==> config.mk <==
export PLATFORM = sky130hd
export DESIGN_NAME = fcb_cfg_top
export DESIGN_NICKNAME = d
export VERILOG_FILES = /design/src/design/fcb_sync.v /design/src/design/fcb_erase_seq.v /design/src/design/fcb_cfg_top.v
export VERILOG_INCLUDE_DIRS = /design/src /design/src/shared
export SDC_FILE = /design/constraint.sdc
export NUM_CORES = 1
export LEC_CHECK = 0
export BUFFER_PORTS_ARGS = -buffer_cell sky130_fd_sc_hd__buf_2
export CORE_MARGIN = 4
export CORE_UTILIZATION = 35
export DETAILED_ROUTE_END_ITERATION = 16
export GPL_TIMING_DRIVEN = 0
export MAX_ROUTING_LAYER = met4
export PLACE_DENSITY = 0.61
export SLEW_MARGIN = 20
export SYNTH_ARGS = -nofsm -noshare
export SYNTH_HDL_FRONTEND = slang
export SYNTH_SLANG_ARGS = --single-unit
==> constraint.sdc <==
create_clock -name clk -period 4.9 [get_ports clk]
set_input_delay 0.49 -clock clk [delete_from_list [all_inputs] [get_ports clk]]
set_output_delay 0.49 -clock clk [all_outputs]
set_load 0.01 [all_outputs]
==> src/shared/fcb_map.vh <==
// constants for the command-behaviour configuration block: serial opcodes,
// register addresses, field positions and reset values.
// assumes a serial mode-0 host and a nonvolatile array that keeps the boot byte.
`ifndef FCB_MAP_VH
`define FCB_MAP_VH

`define FCB_OP_READ_ANY   8'h65
`define FCB_OP_WRITE_ANY  8'h71
`define FCB_OP_30H        8'h30
`define FCB_OP_BLK_ERASE  8'hD8
`define FCB_OP_BLK_ERASE4 8'hDC
`define FCB_OP_PARAM_ER   8'h20
`define FCB_OP_BULK_ER    8'h60
`define FCB_OP_BULK_ER2   8'hC7
`define FCB_OP_LEGACY_RST 8'hF0
`define FCB_OP_RST_ARM    8'h66
`define FCB_OP_RST_FIRE   8'h99

`define FCB_ADDR_BOOT     24'h00_0004
`define FCB_ADDR_LIVE     24'h80_0004

`define FCB_BIT_BLANK     5
`define FCB_BIT_WRAP      4
`define FCB_BIT_PARAM     3
`define FCB_BIT_RESUME    2
`define FCB_BIT_BLKSIZE   1
`define FCB_BIT_LEGACY    0
`define FCB_USED_MASK     8'h3F
`define FCB_RESET_VAL     8'h00

`define FCB_KIND_PARAM    2'h0
`define FCB_KIND_SECTOR   2'h1
`define FCB_KIND_BULK     2'h2

`endif

==> src/design/fcb_sync.v <==
// three-stage input filter for signals from outside the clk domain.
// the output changes only once stages two and three agree.
`timescale 1ns/1ps
module fcb_sync
#(
   parameter W     = 3,
   parameter RSTV  = 0
)
(
   input  wire         clk,
   input  wire         rst,
   input  wire [W-1:0] din,
   output reg  [W-1:0] dout
);
   reg [W-1:0] s1_q;
   reg [W-1:0] s2_q;
   reg [W-1:0] s3_q;
   integer     i;

   // s1_q feeds s2_q only; filtering looks at s2/s3
   always @(posedge clk or posedge rst)
   begin
      if (rst)
      begin
         s1_q <= RSTV[W-1:0];
         s2_q <= RSTV[W-1:0];
         s3_q <= RSTV[W-1:0];
         dout <= RSTV[W-1:0];
      end
      else
      begin
         s1_q <= din;
         s2_q <= s1_q;
         s3_q <= s2_q;
         for (i = 0; i < W; i = i + 1)
         begin
            if (s2_q[i] == s3_q[i])
               dout[i] <= s3_q[i];
         end
      end
   end
endmodule // fcb_sync

==> src/design/fcb_erase_seq.v <==
// erase launcher with optional blank check ahead of the real erase.
// assumes the array answers scan requests and reports the last erase status.
`timescale 1ns/1ps
`include "fcb_map.vh"
module fcb_erase_seq
(
   input  wire        clk,
   input  wire        rst,
   input  wire        start,
   input  wire [1:0]  kind,
   input  wire [23:0] addr,
   input  wire        blank_en,
   input  wire        last_erase_ok,
   input  wire        scan_done,
   input  wire        scan_zero,
   output wire        busy,
   output reg         scan_req,
   output reg         erase_go,
   output reg         erase_skip,
   output reg  [1:0]  erase_kind,
   output reg  [23:0] erase_addr
);
   localparam ST_IDLE = 2'd0;
   localparam ST_EVAL = 2'd1;
   localparam ST_SCAN = 2'd2;

   reg [1:0] st_q;

   assign busy = (st_q != ST_IDLE);

   always @(posedge clk or posedge rst)
   begin
      if (rst)
      begin
         st_q       <= ST_IDLE;
         scan_req   <= 1'b0;
         erase_go   <= 1'b0;
         erase_skip <= 1'b0;
         erase_kind <= 2'h0;
         erase_addr <= 24'h00_0000;
      end
      else
      begin
         erase_go   <= 1'b0;
         erase_skip <= 1'b0;
         case (st_q)
            ST_IDLE:
            begin
               if (start)
               begin
                  erase_kind <= kind;
                  erase_addr <= addr;
                  if (blank_en)
                     st_q <= ST_EVAL;
                  else
                     erase_go <= 1'b1;
               end
            end
            ST_EVAL:
            begin
               if (!last_erase_ok)
               begin
                  erase_go <= 1'b1;
                  st_q     <= ST_IDLE;
               end
               else
               begin
                  scan_req <= 1'b1;
                  st_q     <= ST_SCAN;
               end
            end
            ST_SCAN:
            begin
               // first zero wins over done so the erase is never lost
               if (scan_zero)
               begin
                  scan_req <= 1'b0;
                  erase_go <= 1'b1;
                  st_q     <= ST_IDLE;
               end
               else if (scan_done)
               begin
                  scan_req   <= 1'b0;
                  erase_skip <= 1'b1;
                  st_q       <= ST_IDLE;
               end
            end
            default:
               st_q <= ST_IDLE;
         endcase
      end
   end
endmodule // fcb_erase_seq

==> src/design/fcb_cfg_top.v <==
// serial command front end holding the live behaviour byte and reading the boot byte.
// assumes mode-0 serial pins from the host and an external one-time array
// that stores the boot image and sets bits on a program pulse.
`timescale 1ns/1ps
`include "fcb_map.vh"
module fcb_cfg_top
(
   input  wire        clk,
   input  wire        rst,
   input  wire        sck,
   input  wire        cs_n,
   input  wire        si,
   input  wire        hw_reset_n,
   output wire        so_o,
   output wire        so_oe,
   input  wire [7:0]  nv_image,
   output reg         nv_prog,
   output reg  [7:0]  nv_prog_bits,
   input  wire        last_erase_ok,
   input  wire        scan_done,
   input  wire        scan_zero,
   output wire        scan_req,
   output wire        erase_go,
   output wire        erase_skip,
   output wire [1:0]  erase_kind,
   output wire [23:0] erase_addr,
   output reg         erase_block_256k,
   output wire        erase_busy,
   output reg         resume_pulse,
   output reg         clear_status_pulse,
   output reg         soft_reset_pulse,
   output reg         param_sectors_on,
   input  wire [8:0]  buf_addr_in,
   output reg  [8:0]  buf_addr_out,
   output wire [7:0]  behavior_cfg_live
);
   ////////////////////////////////////////////////////////////////////////
   // pin filtering and edge finding
   wire       sck_f;
   wire       cs_n_f;
   wire       si_f;
   wire       hwr_n_f;
   reg        sck_prev_q;
   reg        cs_prev_q;
   reg        hwr_prev_q;
   wire       sck_rise;
   wire       sck_fall;
   wire       cs_end;
   wire       hw_reset_ev;

   // reset value matches idle pins (reset high, deselected, sck low) so no false edge follows
   fcb_sync #(.W(4), .RSTV(4'hC)) u_sync
   (
      .clk  (clk),
      .rst  (rst),
      .din  ({hw_reset_n, cs_n, si, sck}),
      .dout ({hwr_n_f, cs_n_f, si_f, sck_f})
   );

   assign sck_rise    = sck_f & ~sck_prev_q & ~cs_n_f;
   assign sck_fall    = ~sck_f & sck_prev_q & ~cs_n_f;
   assign cs_end      = cs_n_f & ~cs_prev_q;
   assign hw_reset_ev = ~hwr_n_f & hwr_prev_q;

   always @(posedge clk or posedge rst)
   begin
      if (rst)
      begin
         sck_prev_q <= 1'b0;
         cs_prev_q  <= 1'b1;
         hwr_prev_q <= 1'b1;
      end
      else
      begin
         sck_prev_q <= sck_f;
         cs_prev_q  <= cs_n_f;
         hwr_prev_q <= hwr_n_f;
      end
   end

   ////////////////////////////////////////////////////////////////////////
   // byte assembly
   reg  [2:0]  bit_cnt_q;
   reg  [2:0]  byte_cnt_q;
   reg  [6:0]  sh_q;
   reg  [7:0]  op_q;
   reg  [23:0] addr_q;
   reg  [7:0]  wdata_q;
   reg  [7:0]  out_sh_q;
   reg         rd_phase_q;
   reg         so_q;
   reg         rst_armed_q;
   reg  [7:0]  live_q;
   reg         load_q;
   wire [7:0]  byte_in;
   wire        byte_done;
   wire [7:0]  boot_view;

   assign byte_in   = {sh_q, si_f};
   assign byte_done = sck_rise & (bit_cnt_q == 3'd7);
   assign boot_view = nv_image & `FCB_USED_MASK;

   // register read decode; unmapped addresses read zero
   function [7:0] rd_mux;
      input [23:0] a;
      input [7:0]  bootv;
      input [7:0]  livev;
      begin
         if (a == `FCB_ADDR_BOOT)
            rd_mux = bootv;
         else if (a == `FCB_ADDR_LIVE)
            rd_mux = livev & `FCB_USED_MASK;
         else
            rd_mux = 8'h00;
      end
   endfunction

   always @(posedge clk or posedge rst)
   begin
      if (rst)
      begin
         bit_cnt_q  <= 3'd0;
         byte_cnt_q <= 3'd0;
         sh_q       <= 7'h00;
         op_q       <= 8'h00;
         addr_q     <= 24'h00_0000;
         wdata_q    <= 8'h00;
         out_sh_q   <= 8'h00;
         rd_phase_q <= 1'b0;
         so_q       <= 1'b0;
      end
      else if (cs_n_f)
      begin
         bit_cnt_q  <= 3'd0;
         byte_cnt_q <= 3'd0;
         rd_phase_q <= 1'b0;
      end
      else
      begin
         if (sck_rise)
         begin
            sh_q      <= byte_in[6:0];
            bit_cnt_q <= bit_cnt_q + 3'd1;
         end
         if (byte_done)
         begin
            if (byte_cnt_q != 3'd7)
               byte_cnt_q <= byte_cnt_q + 3'd1;
            case (byte_cnt_q)
               3'd0: op_q <= byte_in;
               3'd1: addr_q[23:16] <= byte_in;
               3'd2: addr_q[15:8] <= byte_in;
               3'd3:
               begin
                  addr_q[7:0] <= byte_in;
                  if (op_q == `FCB_OP_READ_ANY)
                  begin
                     // the read repeats the same byte for as long as clocks continue
                     out_sh_q   <= rd_mux({addr_q[23:8], byte_in},
                                          boot_view, live_q);
                     rd_phase_q <= 1'b1;
                  end
               end
               3'd4: wdata_q <= byte_in;
               default: wdata_q <= wdata_q;
            endcase
         end
         if (sck_fall && rd_phase_q)
         begin
            so_q     <= out_sh_q[7];
            out_sh_q <= {out_sh_q[6:0], out_sh_q[7]};
         end
      end
   end

   assign so_o  = so_q;
   assign so_oe = rd_phase_q & ~cs_n_f;

   ////////////////////////////////////////////////////////////////////////
   // command execution at the end of a frame
   wire       is_erase_op;
   wire       erase_start;
   wire [1:0] erase_kind_d;
   wire       soft_reset_ev;
   wire       write_ok;

   assign write_ok    = cs_end & (op_q == `FCB_OP_WRITE_ANY) & (byte_cnt_q >= 3'd5);
   assign is_erase_op = (op_q == `FCB_OP_PARAM_ER) | (op_q == `FCB_OP_BLK_ERASE) |
                        (op_q == `FCB_OP_BLK_ERASE4);
   assign erase_start = cs_end & ~erase_busy &
                        ((is_erase_op & (byte_cnt_q == 3'd4)) |
                         (((op_q == `FCB_OP_BULK_ER) | (op_q == `FCB_OP_BULK_ER2)) &
                          (byte_cnt_q == 3'd1)));
   assign erase_kind_d = (op_q == `FCB_OP_PARAM_ER) ? `FCB_KIND_PARAM :
                         is_erase_op ? `FCB_KIND_SECTOR : `FCB_KIND_BULK;

   assign soft_reset_ev = cs_end & (byte_cnt_q == 3'd1) &
                          (((op_q == `FCB_OP_LEGACY_RST) &
                            live_q[`FCB_BIT_LEGACY]) |
                           ((op_q == `FCB_OP_RST_FIRE) & rst_armed_q));

   always @(posedge clk or posedge rst)
   begin
      if (rst)
      begin
         rst_armed_q        <= 1'b0;
         resume_pulse       <= 1'b0;
         clear_status_pulse <= 1'b0;
         soft_reset_pulse   <= 1'b0;
         nv_prog            <= 1'b0;
         nv_prog_bits       <= 8'h00;
         erase_block_256k   <= 1'b0;
      end
      else
      begin
         resume_pulse       <= 1'b0;
         clear_status_pulse <= 1'b0;
         soft_reset_pulse   <= soft_reset_ev;
         nv_prog            <= 1'b0;
         if (cs_end)
            rst_armed_q <= (op_q == `FCB_OP_RST_ARM) & (byte_cnt_q == 3'd1);
         if (cs_end && op_q == `FCB_OP_30H && byte_cnt_q == 3'd1)
         begin
            resume_pulse       <= live_q[`FCB_BIT_RESUME];
            clear_status_pulse <= ~live_q[`FCB_BIT_RESUME];
         end
         if (erase_start)
            erase_block_256k <= live_q[`FCB_BIT_BLKSIZE];
         // only 0 to 1 requests go out, so the array can never clear a bit
         if (write_ok && addr_q == `FCB_ADDR_BOOT)
         begin
            nv_prog      <= 1'b1;
            nv_prog_bits <= wdata_q & ~nv_image & `FCB_USED_MASK;
         end
      end
   end

   ////////////////////////////////////////////////////////////////////////
   // live byte; reload is taken one edge after any reset event
   always @(posedge clk or posedge rst)
   begin
      if (rst)
      begin
         live_q <= `FCB_RESET_VAL;
         load_q <= 1'b1;
      end
      else
      begin
         load_q <= soft_reset_ev | hw_reset_ev;
         if (load_q)
            live_q <= boot_view;
         else
         begin
            if (write_ok && addr_q == `FCB_ADDR_LIVE)
               live_q <= wdata_q & `FCB_USED_MASK;
            // param bit tracks the boot copy; host writes to it have no effect
            live_q[`FCB_BIT_PARAM] <= nv_image[`FCB_BIT_PARAM];
         end
      end
   end

   assign behavior_cfg_live = live_q;

   ////////////////////////////////////////////////////////////////////////
   // effects of the live bits
   always @(posedge clk or posedge rst)
   begin
      if (rst)
      begin
         param_sectors_on <= 1'b1;
         buf_addr_out     <= 9'h000;
      end
      else
      begin
         param_sectors_on <= ~live_q[`FCB_BIT_PARAM];
         buf_addr_out     <= live_q[`FCB_BIT_WRAP] ? buf_addr_in :
                             {1'b0, buf_addr_in[7:0]};
      end
   end

   fcb_erase_seq u_erase
   (
      .clk           (clk),
      .rst           (rst),
      .start         (erase_start),
      .kind          (erase_kind_d),
      .addr          (addr_q),
      .blank_en      (live_q[`FCB_BIT_BLANK]),
      .last_erase_ok (last_erase_ok),
      .scan_done     (scan_done),
      .scan_zero     (scan_zero),
      .busy          (erase_busy),
      .scan_req      (scan_req),
      .erase_go      (erase_go),
      .erase_skip    (erase_skip),
      .erase_kind    (erase_kind),
      .erase_addr    (erase_addr)
   );
endmodule // fcb_cfg_top

==> results.json, run 1 <==
{
  "synth_edf_count": 0,
  "required_ns": 5.20,
  "drive_gt1_share_pct": 41.57,
  "dpl.cell_count": 706,
  "yosys_warnings": 0,
  "crit_family": "simple AND/OR/NAND/NOR gates",
  "routabilityCongestion": 0.8483,
  "finalHoldViolations": 0,
  "coreArea_um2": 15890,
  "min_path_type": "input port to asynchronous set/reset pin",
  "final_max_slew_viol_count": 0,
  "drtIter0Drc": 225,
  "cp_num_buf_inv": 2,
  "n_antenna_cell": 0,
  "holdBufCountCts": 0,
  "rows": 46,
  "r2r_slack_ns": 1.95,
  "antenna_found_initial": 0,
  "ys_types": 52,
  "first_pass_iters": 4,
  "timing.final.crit_period_ns": 2.954,
  "ys_seq_elements": 140,
  "ys.flop_type": "dfrtp_1",
  "synthCells": 404,
  "status": "finished, final reports clean",
  "finClkSkew_ns": 0.006260,
  "grt.total_usage_pct": 14.86,
  "p_leak_nw": 3.546,
  "cts.repair.resized": 0,
  "final_cell_mix": "dfrtp_1, buf_2, mux2_2, nand2_1",
  "timing.slew.headroom_pct": 34.28,
  "worst_pin_slew_ns": 0.9783,
  "cp-end-kind": "register",
  "die_y_um": 135.4,
  "seq_area_frac_synth_pct": 61.98,
  "ant_nets": 0,
  "slowest_stage": "nor4bb_1",
  "r2r_end": "u_erase.erase_addr[12]$_DFFE_PP0P_",
  "die_w_um": 135.4,
  "period_share_pct": 60.28,
  "die_area_um2": 18320,
  "vias": 3500,
  "wl_per_cell_um": 16.69,
  "post-route-drc-count": 0,
  "grt_pass1_vias": 3652,
  "async_reset_ff_share_pct": 100.0,
  "nets": 543,
  "grt_max_degree": 83,
  "crit_type": "register to register",
  "cts_setup_buffers": 0,
  "cp_cell_sequence": "clkbuf_1 -> nor4bb_1 -> nand3b_1 -> nor3_1 -> nor2_2 -> buf_6 -> mux2_4",
  "initial_utilization_pct": 35.74,
  "timing.rr.start": "u_sync.dout[2]$_DFFE_PP1N_",
  "p_per_area_nw_per_um2": 409.0,
  "portBuffers": 82,
  "cts_num_sinks": 140,
  "tritoncts": "built",
  "dp_hpwl_um": 8542,
  "setup_viol": 0,
  "clock_latency_ns": 0.42,
  "area_delta_synth_final_pct": 24.44,
  "final_common_cell": "dfrtp_1",
  "fillers": 1471,
  "syn-cell-area_um2": 5677,
  "rsz0062_at_grt": "false",
  "io_pins": 89,
  "routed_wl_um": 12320,
  "setup_tns_ns": 0,
  "viasPerCell": 4.743,
  "fmax_mhz": 338.6,
  "worst_setup_path_start_kind": "register",
  "path_clk_slew_ns": 0.06,
  "final_util_pct": 44.47,
  "gr-total-overflow": 0,
  "clockBufferDepth": 2,
  "arrival_ns": 3.25,
  "cp_max_fo": 10,
  "r2r_cells": 7,
  "syn_area_per_cell_um2": 14.05,
  "critPathMaxStageDelay_ns": 0.80,
  "drv_cap": 0,
  "cts-root-buf": "clkbuf_16",
  "ir_drop_v": 0.0002349,
  "whs_ns": 0.08972,
  "grt_pass1_wl_um": 20180,
  "power.total_mw": 2.889,
  "numCtsBuffers": 17,
  "htree_levels": 4,
  "fin_cells": 738
}
## worst register-to-register path, stage by stage (launching register included)
cell and delay, ns:
dfstp_2 0.55, clkbuf_1 0.35, nor4bb_1 0.80, nand3b_1 0.13, nor3_1 0.28, nor2_2 0.20
buf_6 0.22, mux2_4 0.30
## sequential cells by signal, summed over array words and instances (netlist names), 2 cells and up
name,cells
addr_q,24
u_erase.erase_addr,24
buf_addr_out,9
op_q,8
out_sh_q,8
sh_q,7
behavior_cfg_live,6
nv_prog_bits,6
wdata_q,6
u_sync.dout,4
u_sync.s1_q,4
u_sync.s2_q,4
u_sync.s3_q,4
bit_cnt_q,3
byte_cnt_q,3
u_erase.erase_kind,2
u_erase.st_q,2
## kinds of logic after synthesis
group           share of synthesized area, %
xor+xnor                              0.3086
buf+inv                                2.204
compound gates                         4.563
mux                                    17.59
fa+ha+maj                              2.469
other cells                          0.06606
flops                                  61.98
simple gates                           10.82
## cell type report
cell class                 count  area, µm²  area share [%]
buffer                        11      76.32           1.080
clock buffer                  22      474.2           6.713
clock inverter                10      186.4           2.639
inverter                      13      56.30          0.7970
multi-input combinational    243       2044           28.94
sequential                   140       3518           49.81
tap                          216      270.3           3.826
timing repair buffer          83      437.9           6.199
## cells in the mapped netlist (all sizes together), types with 5 or more instances
cell,n,area (µm²)
a2bb2oi,5,43.79
and2,6,37.54
buf,9,68.81
dfrtp,128,3203
dfstp,12,315.3
ha,8,100.1
inv,13,48.80
mux2,75,908.4
mux2i,9,90.09
nand2,24,90.09
nand3,5,25.02
nor2,16,62.56
nor2b,9,56.30
nor3,12,65.06
nor4,7,43.79
o21ai,15,75.07
## worst max path at each step
stage / slack [ns] / depth (start not counted) / from / to
2_1_floorplan: 0.68 / 1 / rst / addr_q[0]$_DFFE_PP0P_
3_3_place_gp: -0.82 / 2 / rst / u_erase.erase_skip$_DFF_PP0_
3_5_place_dp: 1.95 / 7 / u_sync.dout[2]$_DFFE_PP1N_ / erase_block_256k$_DFFE_PP0P_
4_1_cts: 1.92 / 7 / u_sync.dout[2]$_DFFE_PP1N_ / erase_block_256k$_DFFE_PP0P_
5_1_grt: 1.70 / 7 / u_sync.dout[2]$_DFFE_PP1N_ / out_sh_q[4]$_DFFE_PP0P_
6_report: 1.95 / 7 / u_sync.dout[2]$_DFFE_PP1N_ / u_erase.erase_addr[12]$_DFFE_PP0P_
## layer usage
layer,global-route usage (%),wire (µm)
met1,18.81,5496
met2,22.90,6007
met3,4.049,536
met4,5.711,277
met5,-,0
## power breakdown
part	total, mW	internal [mW]	switching [mW]
clock network	1.43	0.944	0.481
registers	1.32	1.21	0.109
logic	0.139	0.0704	0.0687
total	2.89	2.23	0.659
## stage by stage
step           cell area (µm²)  setup WS [ns]
6_report                  7064          1.946
5_1_grt                   7064          1.695
4_1_cts                   7064          1.921
3_5_place_dp              6404          1.946
3_3_place_gp              6369        -0.8191
2_1_floorplan             5688         0.6770
Note: power is estimated with default switching activity, not from simulation.
==> inputs of run 2 (changes only) <==
- PLACE_DENSITY: 0.61 -> 0.63
- clock period: 4.9 -> 2.4 ns (I/O delays scaled with it)
==> results.json, run 2 (same netlist as run 1, synthesis figures left out) <==
{
  "grt_max_degree": 35,
  "routed_wl_um": 12850,
  "cts_num_sinks": 140,
  "final_max_slew_viol_count": 0,
  "nets": 573,
  "post-route-drc-count": 0,
  "drtIter0Drc": 222,
  "status": "complete, but fails checks",
  "grt_pass1_vias": 3793,
  "first_pass_iters": 4,
  "die_w_um": 135.4,
  "worst_setup_path_start_kind": "register",
  "cp_max_fo": 6,
  "setup_viol": 10,
  "arrival_ns": 2.71,
  "dp_hpwl_um": 8747,
  "final_util_pct": 47.43,
  "finClkSkew_ns": 0.008605,
  "violations": "negative setup slack",
  "ir_drop_v": 0.0004828,
  "rsz0062_at_grt": "true",
  "ant_nets": 0,
  "gr-total-overflow": 0,
  "routabilityCongestion": 0.8667,
  "finalHoldViolations": 0,
  "clock_latency_ns": 0.42,
  "timing.slew.headroom_pct": 52.34,
  "min_path_type": "input port to register",
  "area_delta_synth_final_pct": 32.73,
  "wl_per_cell_um": 16.73,
  "dpl.cell_count": 709,
  "worst_pin_slew_ns": 0.7149,
  "setup_tns_ns": -0.02944,
  "die_y_um": 135.4,
  "portBuffers": 82,
  "fmax_mhz": 415.4,
  "required_ns": 2.71,
  "grt.total_usage_pct": 15.21,
  "final_common_cell": "dfrtp_1",
  "final_cell_mix": "dfrtp_1, buf_2, mux2_2, nand2_1, mux2_4",
  "power.total_mw": 5.792,
  "initial_utilization_pct": 35.74,
  "vias": 3639,
  "fin_cells": 768,
  "drive_gt1_share_pct": 45.11,
  "tritoncts": "built",
  "rows": 46,
  "timing.final.crit_period_ns": 2.407,
  "drv_cap": 0,
  "n_antenna_cell": 0,
  "antenna_found_initial": 0,
  "cp_num_buf_inv": 1,
  "critPathMaxStageDelay_ns": 0.51,
  "htree_levels": 4,
  "whs_ns": 0.03257,
  "coreArea_um2": 15890,
  "crit_family": "simple AND/OR/NAND/NOR gates",
  "slowest_stage": "or4b_4",
  "io_pins": 89,
  "cts-root-buf": "clkbuf_16",
  "period_share_pct": 100.3,
  "die_area_um2": 18320,
  "path_clk_slew_ns": 0.06,
  "cp-end-kind": "register",
  "cp_cell_sequence": "or3b_4 -> or4b_4 -> a2111oi_4 -> nor2_4 -> clkbuf_16 -> mux2_4",
  "grt_pass1_wl_um": 20680,
  "crit_type": "register to register",
  "fin_ws_ns": -0.007273,
  "clockBufferDepth": 2,
  "numCtsBuffers": 17,
  "top_regs": "addr_q (24), u_erase.erase_addr (24), buf_addr_out (9)",
  "p_leak_nw": 3.721,
  "viasPerCell": 4.738,
  "p_per_area_nw_per_um2": 768.6
}
## run 2: layout make-up
cell class / instances / area [µm²]
timing repair buffer: 113 / 789.5
buffer: 11 / 85.08
clock inverter: 13 / 192.7
clock buffer: 19 / 432.9
tap: 216 / 270.3
sequential: 140 / 3523
fill: 1415 / 8351
inverter: 13 / 52.55
multi-input combinational: 243 / 2188
## run 2: path summary, 6_finish.rpt
path / slack [ns] / cells past startpoint / from / end
min reg2reg: 0.35 / 0 / u_sync.s1_q[0]$_DFF_PP0_ / u_sync.s2_q[0]$_DFF_PP0_
max reg2reg: -0.007 / 6 / op_q[7]$_DFFE_PP0P_ / u_erase.erase_addr[3]$_DFFE_PP0P_
min in group asynchronous: 0.45 / 3 / rst / buf_addr_out[7]$_DFF_PP0_
max in group asynchronous: 1.11 / 5 / rst / op_q[4]$_DFFE_PP0P_
min: 0.03 / 2 / buf_addr_in[8] / buf_addr_out[8]$_DFF_PP0_
max: -0.007 / 6 / op_q[7]$_DFFE_PP0P_ / u_erase.erase_addr[3]$_DFFE_PP0P_
## run 2: report_power, final
| part | total (mW) | internal (mW) | switching (mW) | leakage, nW |
|---|---|---|---|---|
| combinational | 0.322 | 0.171 | 0.150 | 1.62 |
| sequential | 2.71 | 2.48 | 0.229 | 1.81 |
| clock | 2.76 | 1.74 | 1.02 | 0.286 |
## run 2: what timing repair did
action / CTS / global route
hold buffers: 14 / 0
pin swaps: 5 / 7
gates resized for setup: 19 / 16
gates cloned: 1 / 1
setup buffers: 6 / 5
hold endpoints to repair: 31 / 0
endpoints found under the setup margin: 48 / 48
## run 2: layer usage
layer | vias up | global-route usage, % | part of all wire (%)
met1 | 1836 | 18.96 | 44
met2 | 76 | 23.34 | 50
met3 | 17 | 4.681 | 4.4
met5 | - | - | 0
met4 | 0 | 5.879 | 1.9
li1 | 1710 | - | -
## run 2: stage by stage
stage | setup slack (ns) | area [µm²]
final | -0.007273 | 7535
after global routing | -0.08611 | 7535
after CTS | -0.06837 | 7408
after detailed placement | -0.5927 | 6465
after global placement | -0.4916 | 6377
after floorplan | 0.007384 | 5697
